File: src/dspc_map.svh
// Register map, field positions and reset values of the doze/sleep control
// Behaviour
// (RULE1) Doze lets the CPU run one cycle, then idle the rest of each period.
// (RULE2) Peripheral cycle clocks keep running at full rate during doze.
// (RULE3) Doze throttles only CPU and flash; bandgap and oscillators stay on.
// (RULE4) Without fast-on-interrupt the service routine runs at the doze rate.
// (RULE5) With fast-on-interrupt an interrupt clears doze_active at once.
// (RULE6) An interrupt ending doze runs the prefetched instruction, then vectors.
// (RULE7) Return from interrupt with slow_on_return set sets doze_active.
// (RULE8) If the prefetched instruction clears global enable, skip vector, still speed up.
// (RULE9) Sleep instruction with idle_select clear enters full sleep.
// (RULE10) Sleep entry clears watchdog; watchdog may keep running; CPU clock stops.
// (RULE11) Sleep entry clears powerdown_flag and sets timeout_flag.
// (RULE12) Low-frequency, secondary, high-frequency and converter oscillators stay on in sleep.
// (RULE13) I/O ports hold their drive state during sleep.
// (RULE14) Sleep changes no reset source except the watchdog.
// (RULE15) Enabled pin, brown-out, low-power brown-out, power-on, watchdog wakes reset the device.
// (RULE16) Any interrupt except clock-switch wakes from sleep and continues execution.
// (RULE17) Wake needs own enable, plus peripheral enable outside first group; global ignored.
// (RULE18) After interrupt wake, next instruction runs; service routine follows if globally enabled.
// (RULE19) Watchdog is cleared on every wake from sleep.
// (RULE20) After wake, wait for flash ready, oscillator ready and brown-out ready.
// (RULE21) Interrupt pending before sleep with global disabled: sleep is a no-op.
// (RULE22) Interrupt during sleep entry: finish entry, wake at once, clear watchdog, set flags.
// (RULE23) Three-bit ratio field selects 1:2 at 000 up to 1:256 at 111.
// (RULE24) Sleep with idle_select set stops only the CPU clock.
// (RULE25) Doze skip counter restarts at its executing cycle when doze_active rises.
`ifndef DSPC_MAP_SVH
`define DSPC_MAP_SVH
`define DSPC_OFS_CTRL 12'h000
`define DSPC_OFS_STAT 12'h004
`define DSPC_OFS_SRCEN 12'h008
`define DSPC_CTRL_IDLE 7
`define DSPC_CTRL_DOZE 6
`define DSPC_CTRL_FAST 5
`define DSPC_CTRL_SLOW 4
`define DSPC_CTRL_RATIO_HI 2
`define DSPC_STAT_PD 0
`define DSPC_STAT_TO 1
`define DSPC_STAT_ST_LO 2
`define DSPC_STAT_WKIRQ 4
`define DSPC_STAT_WKRST 5
`define DSPC_CTRL_RST 8'h00
`define DSPC_SRCEN_RST 4'hF
`define DSPC_CNT_ZERO 8'h00
`define DSPC_CNT_ONE 8'h01
`endif

File: src/dspc_pkg.sv
// Types shared by the doze/sleep control
package dspc_pkg;
  // Gray codes along run, sleep, wake; idle off the side
  typedef enum logic [1:0] {
    DSPC_RUN = 2'h0,
    DSPC_SLEEP = 2'h1,
    DSPC_WAKE = 2'h3,
    DSPC_IDLE = 2'h2
  } dspc_state_t;
endpackage : dspc_pkg

File: src/dspc_top.sv
// Doze, idle and sleep power control with APB register access
//
// Design decisions made here: the register offsets and the APB register port.
`timescale 1ns/1ps
`include "dspc_map.svh"
module dspc_top (
  // APB slave
  input wire logic pclk,
  input wire logic presetn,
  input wire logic psel,
  input wire logic penable,
  input wire logic pwrite,
  input wire logic [11:0] paddr,
  input wire logic [31:0] pwdata,
  output logic [31:0] prdata,
  output logic pready,
  output logic pslverr,
  // CPU core events, same clock
  input wire logic sleep_exec,
  input wire logic irq_req,
  input wire logic prefetch_clears_gie,
  input wire logic return_from_irq,
  input wire logic global_irq_enable,
  // Wake sources, same clock, clock-switch excluded upstream
  input wire logic first_irq_flag_group,
  input wire logic other_irq_flag_group,
  input wire logic peripheral_irq_enable,
  input wire logic watchdog_timeout,
  input wire logic watchdog_sleep_enable,
  // Asynchronous reset sources from pins and analog
  input wire logic external_reset_pin_n,
  input wire logic brownout_reset,
  input wire logic low_power_brownout_reset,
  input wire logic power_on_event,
  // Readiness after wake
  input wire logic program_flash_ready,
  input wire logic osc_ready,
  input wire logic brownout_ready,
  input wire logic brownout_enable,
  // Clock and power controls
  output logic cpu_cycle_en,
  output logic periph_cycle_en,
  output logic cpu_clk_en,
  output logic sys_osc_en,
  output logic aux_osc_en,
  output logic io_hold,
  output logic watchdog_clear,
  output logic watchdog_run,
  output logic irq_vector_go,
  output logic device_reset_req
);

  // Last count of a doze period: 2^(ratio+1) minus one
  function automatic logic [7:0] dspc_last(input logic [2:0] ratio);
    dspc_last = 8'(9'h002 << ratio) - 8'h01; // [RULE23]
  endfunction : dspc_last

  logic [7:0] ctrl_r;
  logic [3:0] srcen_r;
  logic powerdown_flag_r;
  logic timeout_flag_r;
  logic wake_irq_r;
  logic wake_rst_r;
  dspc_pkg::dspc_state_t state_r;
  dspc_pkg::dspc_state_t state_nxt;
  logic [7:0] cnt_r;
  logic doze_prev_r;
  logic vec_pend_r;
  logic vec_skip_r;
  logic [3:0] sync1_r;
  logic [3:0] sync2_r;
  logic [3:0] sync3_r;
  logic [3:0] src_r;

  wire doze_active = ctrl_r[`DSPC_CTRL_DOZE];
  wire idle_select = ctrl_r[`DSPC_CTRL_IDLE];
  wire fast_on_interrupt = ctrl_r[`DSPC_CTRL_FAST];
  wire slow_on_return = ctrl_r[`DSPC_CTRL_SLOW];
  wire [2:0] ratio = ctrl_r[`DSPC_CTRL_RATIO_HI:0];
  wire wr_acc = psel & penable & pwrite & pready;
  wire setup = psel & ~penable;

  // Wake interrupt: global enable deliberately ignored
  wire irq_wake = first_irq_flag_group
    | (other_irq_flag_group & peripheral_irq_enable); // [RULE17] [RULE16]

  // Enabled reset sources; same set whatever the sleep state
  wire rst_any = (src_r[0] & srcen_r[0]) | (src_r[1] & srcen_r[1])
    | (src_r[2] & srcen_r[2]) | src_r[3]
    | (watchdog_timeout & watchdog_sleep_enable); // [RULE14] [RULE15]

  wire ready_all = program_flash_ready & osc_ready
    & (brownout_ready | ~brownout_enable); // [RULE20]

  wire sleep_nop = sleep_exec & irq_wake & ~global_irq_enable; // [RULE21]
  wire sleep_go = (state_r == dspc_pkg::DSPC_RUN) & sleep_exec & ~sleep_nop;
  wire sleep_full = sleep_go & ~idle_select; // [RULE9]
  wire in_sleep = (state_r == dspc_pkg::DSPC_SLEEP)
    | (state_r == dspc_pkg::DSPC_IDLE);
  wire wake_now = in_sleep & (irq_wake | rst_any);

  // Three-stage capture of pin-domain sources
  always_ff @(posedge pclk or negedge presetn) begin
    if (!presetn) begin
      sync1_r <= 4'h0;
      sync2_r <= 4'h0;
      sync3_r <= 4'h0;
    end else begin
      sync1_r <= {power_on_event, low_power_brownout_reset,
                  brownout_reset, ~external_reset_pin_n};
      sync2_r <= sync1_r;
      sync3_r <= sync2_r;
    end
  end

  // A change counts only once stages two and three agree
  always_ff @(posedge pclk or negedge presetn) begin
    if (!presetn) begin
      src_r <= 4'h0;
    end else begin
      src_r <= (sync2_r & sync3_r) | (src_r & (sync2_r | sync3_r));
    end
  end

  // Power state sequence
  always_comb begin
    state_nxt = state_r;
    case (state_r)
      dspc_pkg::DSPC_RUN: begin
        if (sleep_go) begin
          state_nxt = idle_select ? dspc_pkg::DSPC_IDLE
                                  : dspc_pkg::DSPC_SLEEP; // [RULE24]
        end
      end
      dspc_pkg::DSPC_SLEEP: begin
        if (wake_now) begin
          state_nxt = dspc_pkg::DSPC_WAKE; // [RULE22]
        end
      end
      dspc_pkg::DSPC_IDLE: begin
        if (wake_now) begin
          state_nxt = dspc_pkg::DSPC_WAKE;
        end
      end
      dspc_pkg::DSPC_WAKE: begin
        if (ready_all) begin
          state_nxt = dspc_pkg::DSPC_RUN; // [RULE20]
        end
      end
      default: state_nxt = dspc_pkg::DSPC_RUN;
    endcase
  end

  always_ff @(posedge pclk or negedge presetn) begin
    if (!presetn) begin
      state_r <= dspc_pkg::DSPC_RUN;
    end else begin
      state_r <= state_nxt;
    end
  end

  // Control register; hardware set/clear beats a software write
  always_ff @(posedge pclk or negedge presetn) begin
    if (!presetn) begin
      ctrl_r <= `DSPC_CTRL_RST;
    end else begin
      if (wr_acc && paddr == `DSPC_OFS_CTRL) begin
        ctrl_r <= pwdata[7:0];
      end
      if (irq_req && fast_on_interrupt) begin
        ctrl_r[`DSPC_CTRL_DOZE] <= 1'b0; // [RULE5] [RULE8]
      end else if (return_from_irq && slow_on_return) begin
        ctrl_r[`DSPC_CTRL_DOZE] <= 1'b1; // [RULE7]
      end
    end
  end

  // Enables for pin, brown-out, low-power brown-out resets; bit 3 is stored but unused
  always_ff @(posedge pclk or negedge presetn) begin
    if (!presetn) begin
      srcen_r <= `DSPC_SRCEN_RST;
    end else if (wr_acc && paddr == `DSPC_OFS_SRCEN) begin
      srcen_r <= pwdata[3:0];
    end
  end

  // Status flags; full sleep entry wins over a software write
  always_ff @(posedge pclk or negedge presetn) begin
    if (!presetn) begin
      powerdown_flag_r <= 1'b1;
      timeout_flag_r <= 1'b1;
    end else if (sleep_full) begin
      powerdown_flag_r <= 1'b0; // [RULE11] [RULE22]
      timeout_flag_r <= 1'b1; // [RULE11]
    end else if (wr_acc && paddr == `DSPC_OFS_STAT) begin
      powerdown_flag_r <= pwdata[`DSPC_STAT_PD];
      timeout_flag_r <= pwdata[`DSPC_STAT_TO];
    end
  end

  // Cause of the last wake, cleared on the next sleep entry
  always_ff @(posedge pclk or negedge presetn) begin
    if (!presetn) begin
      wake_irq_r <= 1'b0;
      wake_rst_r <= 1'b0;
    end else if (sleep_go) begin
      wake_irq_r <= 1'b0;
      wake_rst_r <= 1'b0;
    end else if (wake_now) begin
      wake_irq_r <= ~rst_any; // [RULE16]
      wake_rst_r <= rst_any; // [RULE15]
    end
  end

  // Doze skip counter; count zero is the executing cycle
  always_ff @(posedge pclk or negedge presetn) begin
    if (!presetn) begin
      cnt_r <= `DSPC_CNT_ZERO;
      doze_prev_r <= 1'b0;
    end else begin
      doze_prev_r <= doze_active;
      // Rise cycle is the executing slot, so count on from one
      if (doze_active && !doze_prev_r) begin
        cnt_r <= `DSPC_CNT_ONE; // [RULE25]
      end else if (cnt_r >= dspc_last(ratio)) begin
        cnt_r <= `DSPC_CNT_ZERO; // [RULE1]
      end else begin
        cnt_r <= cnt_r + 8'h01;
      end
    end
  end

  // In the run state, one CPU cycle per period in doze, every cycle otherwise
  wire cpu_slot = (state_r == dspc_pkg::DSPC_RUN)
    & (~doze_active | (doze_prev_r & cnt_r == `DSPC_CNT_ZERO)
       | (doze_active & ~doze_prev_r)); // [RULE1] [RULE4]

  // Interrupt vectoring waits for one prefetched instruction slot
  always_ff @(posedge pclk or negedge presetn) begin
    if (!presetn) begin
      vec_pend_r <= 1'b0;
      vec_skip_r <= 1'b0;
    end else if (irq_req) begin
      vec_pend_r <= 1'b1; // [RULE6]
      vec_skip_r <= prefetch_clears_gie; // [RULE8]
    end else if (state_r == dspc_pkg::DSPC_WAKE && ready_all
                 && wake_irq_r) begin
      vec_pend_r <= 1'b1; // [RULE18]
      vec_skip_r <= ~global_irq_enable; // [RULE18]
    end else if (vec_pend_r && cpu_slot) begin
      vec_pend_r <= 1'b0;
      vec_skip_r <= 1'b0;
    end
  end

  // Registered clock and power outputs
  always_ff @(posedge pclk or negedge presetn) begin
    if (!presetn) begin
      cpu_cycle_en <= 1'b0;
      periph_cycle_en <= 1'b0;
      cpu_clk_en <= 1'b0;
      sys_osc_en <= 1'b0;
      aux_osc_en <= 1'b0;
      io_hold <= 1'b0;
      watchdog_run <= 1'b0;
    end else begin
      cpu_cycle_en <= cpu_slot; // [RULE1] [RULE3]
      periph_cycle_en <= state_r != dspc_pkg::DSPC_SLEEP; // [RULE2] [RULE24]
      cpu_clk_en <= state_r == dspc_pkg::DSPC_RUN
        || state_r == dspc_pkg::DSPC_WAKE; // [RULE10]
      sys_osc_en <= state_r != dspc_pkg::DSPC_SLEEP; // [RULE3]
      aux_osc_en <= 1'b1; // [RULE12]
      io_hold <= in_sleep; // [RULE13]
      watchdog_run <= ~in_sleep | watchdog_sleep_enable; // [RULE10]
    end
  end

  // One-cycle event outputs
  always_ff @(posedge pclk or negedge presetn) begin
    if (!presetn) begin
      watchdog_clear <= 1'b0;
      irq_vector_go <= 1'b0;
      device_reset_req <= 1'b0;
    end else begin
      watchdog_clear <= sleep_full | wake_now; // [RULE10] [RULE19]
      irq_vector_go <= vec_pend_r & cpu_slot & ~vec_skip_r; // [RULE6]
      device_reset_req <= rst_any & ~device_reset_req; // [RULE15]
    end
  end

  // APB: one wait-free access phase, read data loaded at setup
  always_ff @(posedge pclk or negedge presetn) begin
    if (!presetn) begin
      pready <= 1'b0;
      pslverr <= 1'b0;
      prdata <= 32'h00000000;
    end else begin
      pready <= setup;
      pslverr <= setup && paddr != `DSPC_OFS_CTRL
        && paddr != `DSPC_OFS_STAT && paddr != `DSPC_OFS_SRCEN;
      if (setup) begin
        case (paddr)
          `DSPC_OFS_CTRL: prdata <= {24'h000000, ctrl_r};
          `DSPC_OFS_STAT: prdata <= {26'h0000000, wake_rst_r, wake_irq_r,
                                     state_r, timeout_flag_r,
                                     powerdown_flag_r};
          `DSPC_OFS_SRCEN: prdata <= {28'h0000000, srcen_r};
          default: prdata <= 32'h00000000;
        endcase
      end
    end
  end
endmodule : dspc_top

File: config.mk
export PLATFORM = sky130hd
export DESIGN_NAME = dspc_top
export DESIGN_NICKNAME = d
export VERILOG_FILES = /design/src/dspc_pkg.sv /design/src/dspc_top.sv
export VERILOG_INCLUDE_DIRS = /design/src
export SDC_FILE = /design/constraint.sdc
export NUM_CORES = 1
export LEC_CHECK = 0
export ABC_AREA = 1
export BUFFER_PORTS_ARGS = -buffer_cell sky130_fd_sc_hd__clkbuf_2
export CAP_MARGIN = 20
export CORE_UTILIZATION = 45
export CTS_BUF_LIST = sky130_fd_sc_hd__clkbuf_16
export CTS_CLUSTER_SIZE = 28
export DETAILED_ROUTE_END_ITERATION = 12
export PLACE_DENSITY = 0.78
export SLEW_MARGIN = 20
export SYNTH_ARGS = -nofsm -noshare
export SYNTH_HDL_FRONTEND = slang
export SYNTH_SLANG_ARGS = --single-unit
File: constraint.sdc
create_clock -name pclk -period 4.06 [get_ports pclk]
set_input_delay 0.406 -clock pclk [delete_from_list [all_inputs] [get_ports pclk]]
set_output_delay 0.406 -clock pclk [all_outputs]
set_load 0.05 [all_outputs]
==> run_results.csv <==
group,metric,value,unit
power_and_ir_drop,power_frac_clock,0.339,
place,pre_cts_slack,1.588,ns
power_and_ir_drop,internal_power,1.291,mW
power_and_ir_drop,p_sw_frac,0.3685,
floorplanning,core_area,6907,um2
worst_setup_path,depth_of_the_most_critical_reg_to_reg_path,14,
layout,post_route_core_utilization,0.5563,
worst_setup_path,timing.critical_path.required,4.31,ns
detailed_routing,drt_pass1_iterations,5,
detailed_routing,routed-via-count,2613,
layout,finish.instance_area,3842,um2
detailed_routing,via_per_inst,4.803,
run,cap_viol_max_count,0,
cts,cts_num_sinks,64,
power_and_ir_drop,power.ir.vdd_worst,0.0002792,V
sta,fin_worst_hold_slack,0.1490,ns
cts,ctsHtreeMaxLevel,3,
sta,setup-violations-final,0,
hold_path,min_path_type,"primary input to asynchronous set/reset pin",
power_and_ir_drop,fin_total_pwr,2.044,mW
worst_setup_path,worst_path_largest_cell_delay,0.43,ns
yosys,dominant_combinational_cell_family_by_area_after_synthesis,"simple AND/OR/NAND/NOR gates",
yosys,register_area_share_after_synthesis,0.4923,
cts,tritoncts,"done",
yosys,most_instantiated_flip_flop_cell_in_the_synthesis_netlist,"sky130_fd_sc_hd__dfrtp_1",
cts,postCtsResizedCells,0,
sta,finalWorstPathRequiredPeriod,2.514,ns
worst_setup_path,worst_path_dominant_cell_family,"simple AND/OR/NAND/NOR gates",
place,numPlacedInstances,528,
detailed_routing,detail_route.iter0.violations,166,
layout,drive_above_1_share,0.2299,
global_route,grt_pass1_vias,2311,
cts,cts_max_path_buffers,2,
global_route,gr-total-overflow,0,
cts,worst_skew_pair.late_latency,0.33,ns
worst_setup_path,worst-setup-path-type,"flop to flop",
yosys,compound_gate_portion_of_the_synthesized_area,0.05743,
layout,most_common_cell_after_layout_fill_and_taps_aside,"sky130_fd_sc_hd__nand2_1",
yosys,synth-simple-area-share,0.2420,
layout,num-nets-final,524,
layout,post_synthesis_to_final_layout_area_growth,17.57,%
floorplanning,initial_utilization,0.4732,
worst_setup_path,reg_to_reg_critical_path_endpoint,"cnt_r[5]",
yosys,synth_fa_ha_area_frac,0.06585,
sta,timing_worst_slew_pin_value,0.7860,ns
global_route,gr_util_all_layers,0.1897,
sta,skew,0.005059,ns
floorplanning,dieArea,7607,um2
place,detailedPlacementHpwl,4961,um
worst_setup_path,start_kind,"flop",
sta,timing.fmax,397.8,MHz
worst_setup_path,cp_max_fo,6,
detailed_routing,postRouteAntennaNets,0,
sta,timing.final.hold_violations,0,
floorplanning,placementRows,30,
cts,ctsRootBufferMaster,"sky130_fd_sc_hd__clkbuf_16",
sta,setup_slack,1.546,ns
worst_setup_path,worstReg2RegStart,"ctrl_r[0]",
cts,post_cts_hold_buffer_count,0,
detailed_routing,route.detailed.drc,0,
yosys,number_of_synthesized_flops_with_an_enable_pin,0,
yosys,area_of_the_mapped_netlist,3268,um2
power_and_ir_drop,comb_power_share,0.281,
sta,grt_setup_unrepaired,"false",
power_and_ir_drop,share_seq_of_total_power,0.380,
sta,final.setup.tns,0,ns
cts,tritoncts_buffers,9,
worst_setup_path,worstSetupEndpointType,"flop",
place,postPlaceCellArea,3570,um2
layout,fin_cells,544,
global_route,pin_count_of_the_biggest_net_entering_global_routing,34,
run_status,run_status,"finished, final reports clean",
power_and_ir_drop,netSwitchingPower,0.7532,mW
worst_setup_path,crit_path_frequent_cell,"sky130_fd_sc_hd__inv_1",
place,finalWeightedCongestion,0.8831,
sta,maxSlewViolCount,0,
cts,clk_transition_reported_paths,0.05,ns
worst_setup_path,cp_data_arrival_time,2.76,ns
yosys,synth_cells,375,
yosys,synthesis.yosys.warnings,0,
global_route,grt_first_pass_wirelength,10590,um
floorplanning,overall_die_height,87.22,um
yosys,synth.lib_cells_used.distinct,36,
yosys,synthMuxAreaShare,0.003063,
power_and_ir_drop,power_density,532.0,nW/um2
layout,diodes,0,
floorplanning,width_of_the_chip,87.22,um
cts,post-cts-setup-buffer-count,0,
detailed_routing,totalWireLength,6559,um
yosys,async_flop_share,1.000,
sta,worst_slew_margin_rel,0.4760,
yosys,synth_xor_area_frac,0.01608,
detailed_routing,wl_per_cell,12.06,um
layout,layout_common_cells,"sky130_fd_sc_hd__nand2_1, sky130_fd_sc_hd__clkbuf_2, sky130_fd_sc_hd__dfrtp_1",
floorplanning,num_io_pins,111,
global_route,antenna_found_initial,0,
worst_setup_path,r2r_slack,1.55,ns
power_and_ir_drop,leakagePower,2.051,nW
sta,period_share,0.6191,
worst_setup_path,crit_path_cell_trace,"nor2_1 > inv_1 > nor2_1 > inv_1 > ha_1 > inv_1 > xor2_1 > inv_1 > ha_1 > a21oi_1 > o21ai_1 > nand2_1 > nand3_1 > nor2_1",
place,numPortBuffers,62,
yosys,ys_ff_latch,64,
yosys,synth_area_per_cell,8.715,um2
worst_setup_path,worst-path-buf-inv,4,
worst_setup_path,critical_path.slowest_cell,"sky130_fd_sc_hd__dfrtp_1",
## worst max-delay path by stage
stage	start	end	cells after the start
after detailed placement	ctrl_r[0]	cnt_r[5]	14
after CTS	ctrl_r[0]	cnt_r[5]	14
final	ctrl_r[0]	cnt_r[5]	14
after floorplan	ctrl_r[0]	cnt_r[7]	14
after global routing	ctrl_r[0]	cnt_r[1]	14
after global placement	ctrl_r[0]	cnt_r[1]	14
## metal layers
layer | share of wire | track usage | routed length (um) | vias to the layer above
met5 | 0 | 0 | 0 | -
met2 | 0.48 | 0.3128 | 3156 | 117
met4 | 0.018 | 0.07154 | 119 | 0
met3 | 0.071 | 0.06351 | 468 | 12
li1 | - | - | - | 1280
met1 | 0.43 | 0.2316 | 2814 | 1204
## logic make-up after synthesis
kind of cell               count (synthesis)
AOI/OAI and AO/OA                         31
muxes                                      1
other                                      2
adders and majority gates                 18
xor gates and xnor gates                   6
buffers and inverters                     75
DFF                                       64
and+or+nand+nor                          178
## cell usage after synthesis, types with 2 or more instances
master,n,area share
sky130_fd_sc_hd__a21oi_1,8,0.012
sky130_fd_sc_hd__buf_4,26,0.060
sky130_fd_sc_hd__buf_6,2,0.0069
sky130_fd_sc_hd__conb_1,2,0.0023
sky130_fd_sc_hd__dfrtp_1,58,0.44
sky130_fd_sc_hd__dfstp_2,6,0.048
sky130_fd_sc_hd__ha_1,14,0.054
sky130_fd_sc_hd__inv_1,43,0.049
sky130_fd_sc_hd__inv_2,2,0.0023
sky130_fd_sc_hd__maj3_1,4,0.012
sky130_fd_sc_hd__nand2_1,99,0.11
sky130_fd_sc_hd__nand2_2,3,0.0057
sky130_fd_sc_hd__nand3_1,31,0.047
sky130_fd_sc_hd__nand4_1,4,0.0077
sky130_fd_sc_hd__nor2_1,25,0.029
sky130_fd_sc_hd__nor2_2,3,0.0057
sky130_fd_sc_hd__nor2_4,2,0.0069
sky130_fd_sc_hd__nor3_1,4,0.0061
sky130_fd_sc_hd__o21a_1,2,0.0046
sky130_fd_sc_hd__o21ai_0,3,0.0046
sky130_fd_sc_hd__o21ai_1,12,0.018
sky130_fd_sc_hd__o21ai_2,3,0.0080
sky130_fd_sc_hd__o31ai_2,2,0.0077
sky130_fd_sc_hd__xor2_1,5,0.013
## power groups by stage
| stage | clock network [mW] | registers (mW) | logic [mW] |
|---|---|---|---|
| final | 0.693 | 0.777 | 0.574 |
| after global routing | 0.739 | 0.787 | 0.630 |
| after CTS | 0.709 | 0.776 | 0.579 |
| after detailed placement | 0 | 0.788 | 0.572 |
| after global placement | 0 | 0.786 | 0.552 |
| after floorplan | 0 | 0.905 | 0.325 |
## cell type report
| type | instances | area (um2) |
|---|---|---|
| Tap cell | 96 | 120.1 |
| Multi-Input combinational cell | 259 | 1350 |
| Clock buffer | 9 | 225.2 |
| Clock inverter | 7 | 47.55 |
| Timing Repair Buffer | 63 | 317.8 |
| Sequential cell | 64 | 1609 |
| Fill cell | 638 | 3064 |
| Inverter | 46 | 172.7 |
## state kept, by name (all words and copies together), names as in the netlist, 2 cells and up
name     count
ctrl_r       8
cnt_r        8
sync2_r      4
srcen_r      4
sync1_r      4
src_r        4
state_r      2
prdata       8
sync3_r      4
Power figures use the tool's default switching activity.
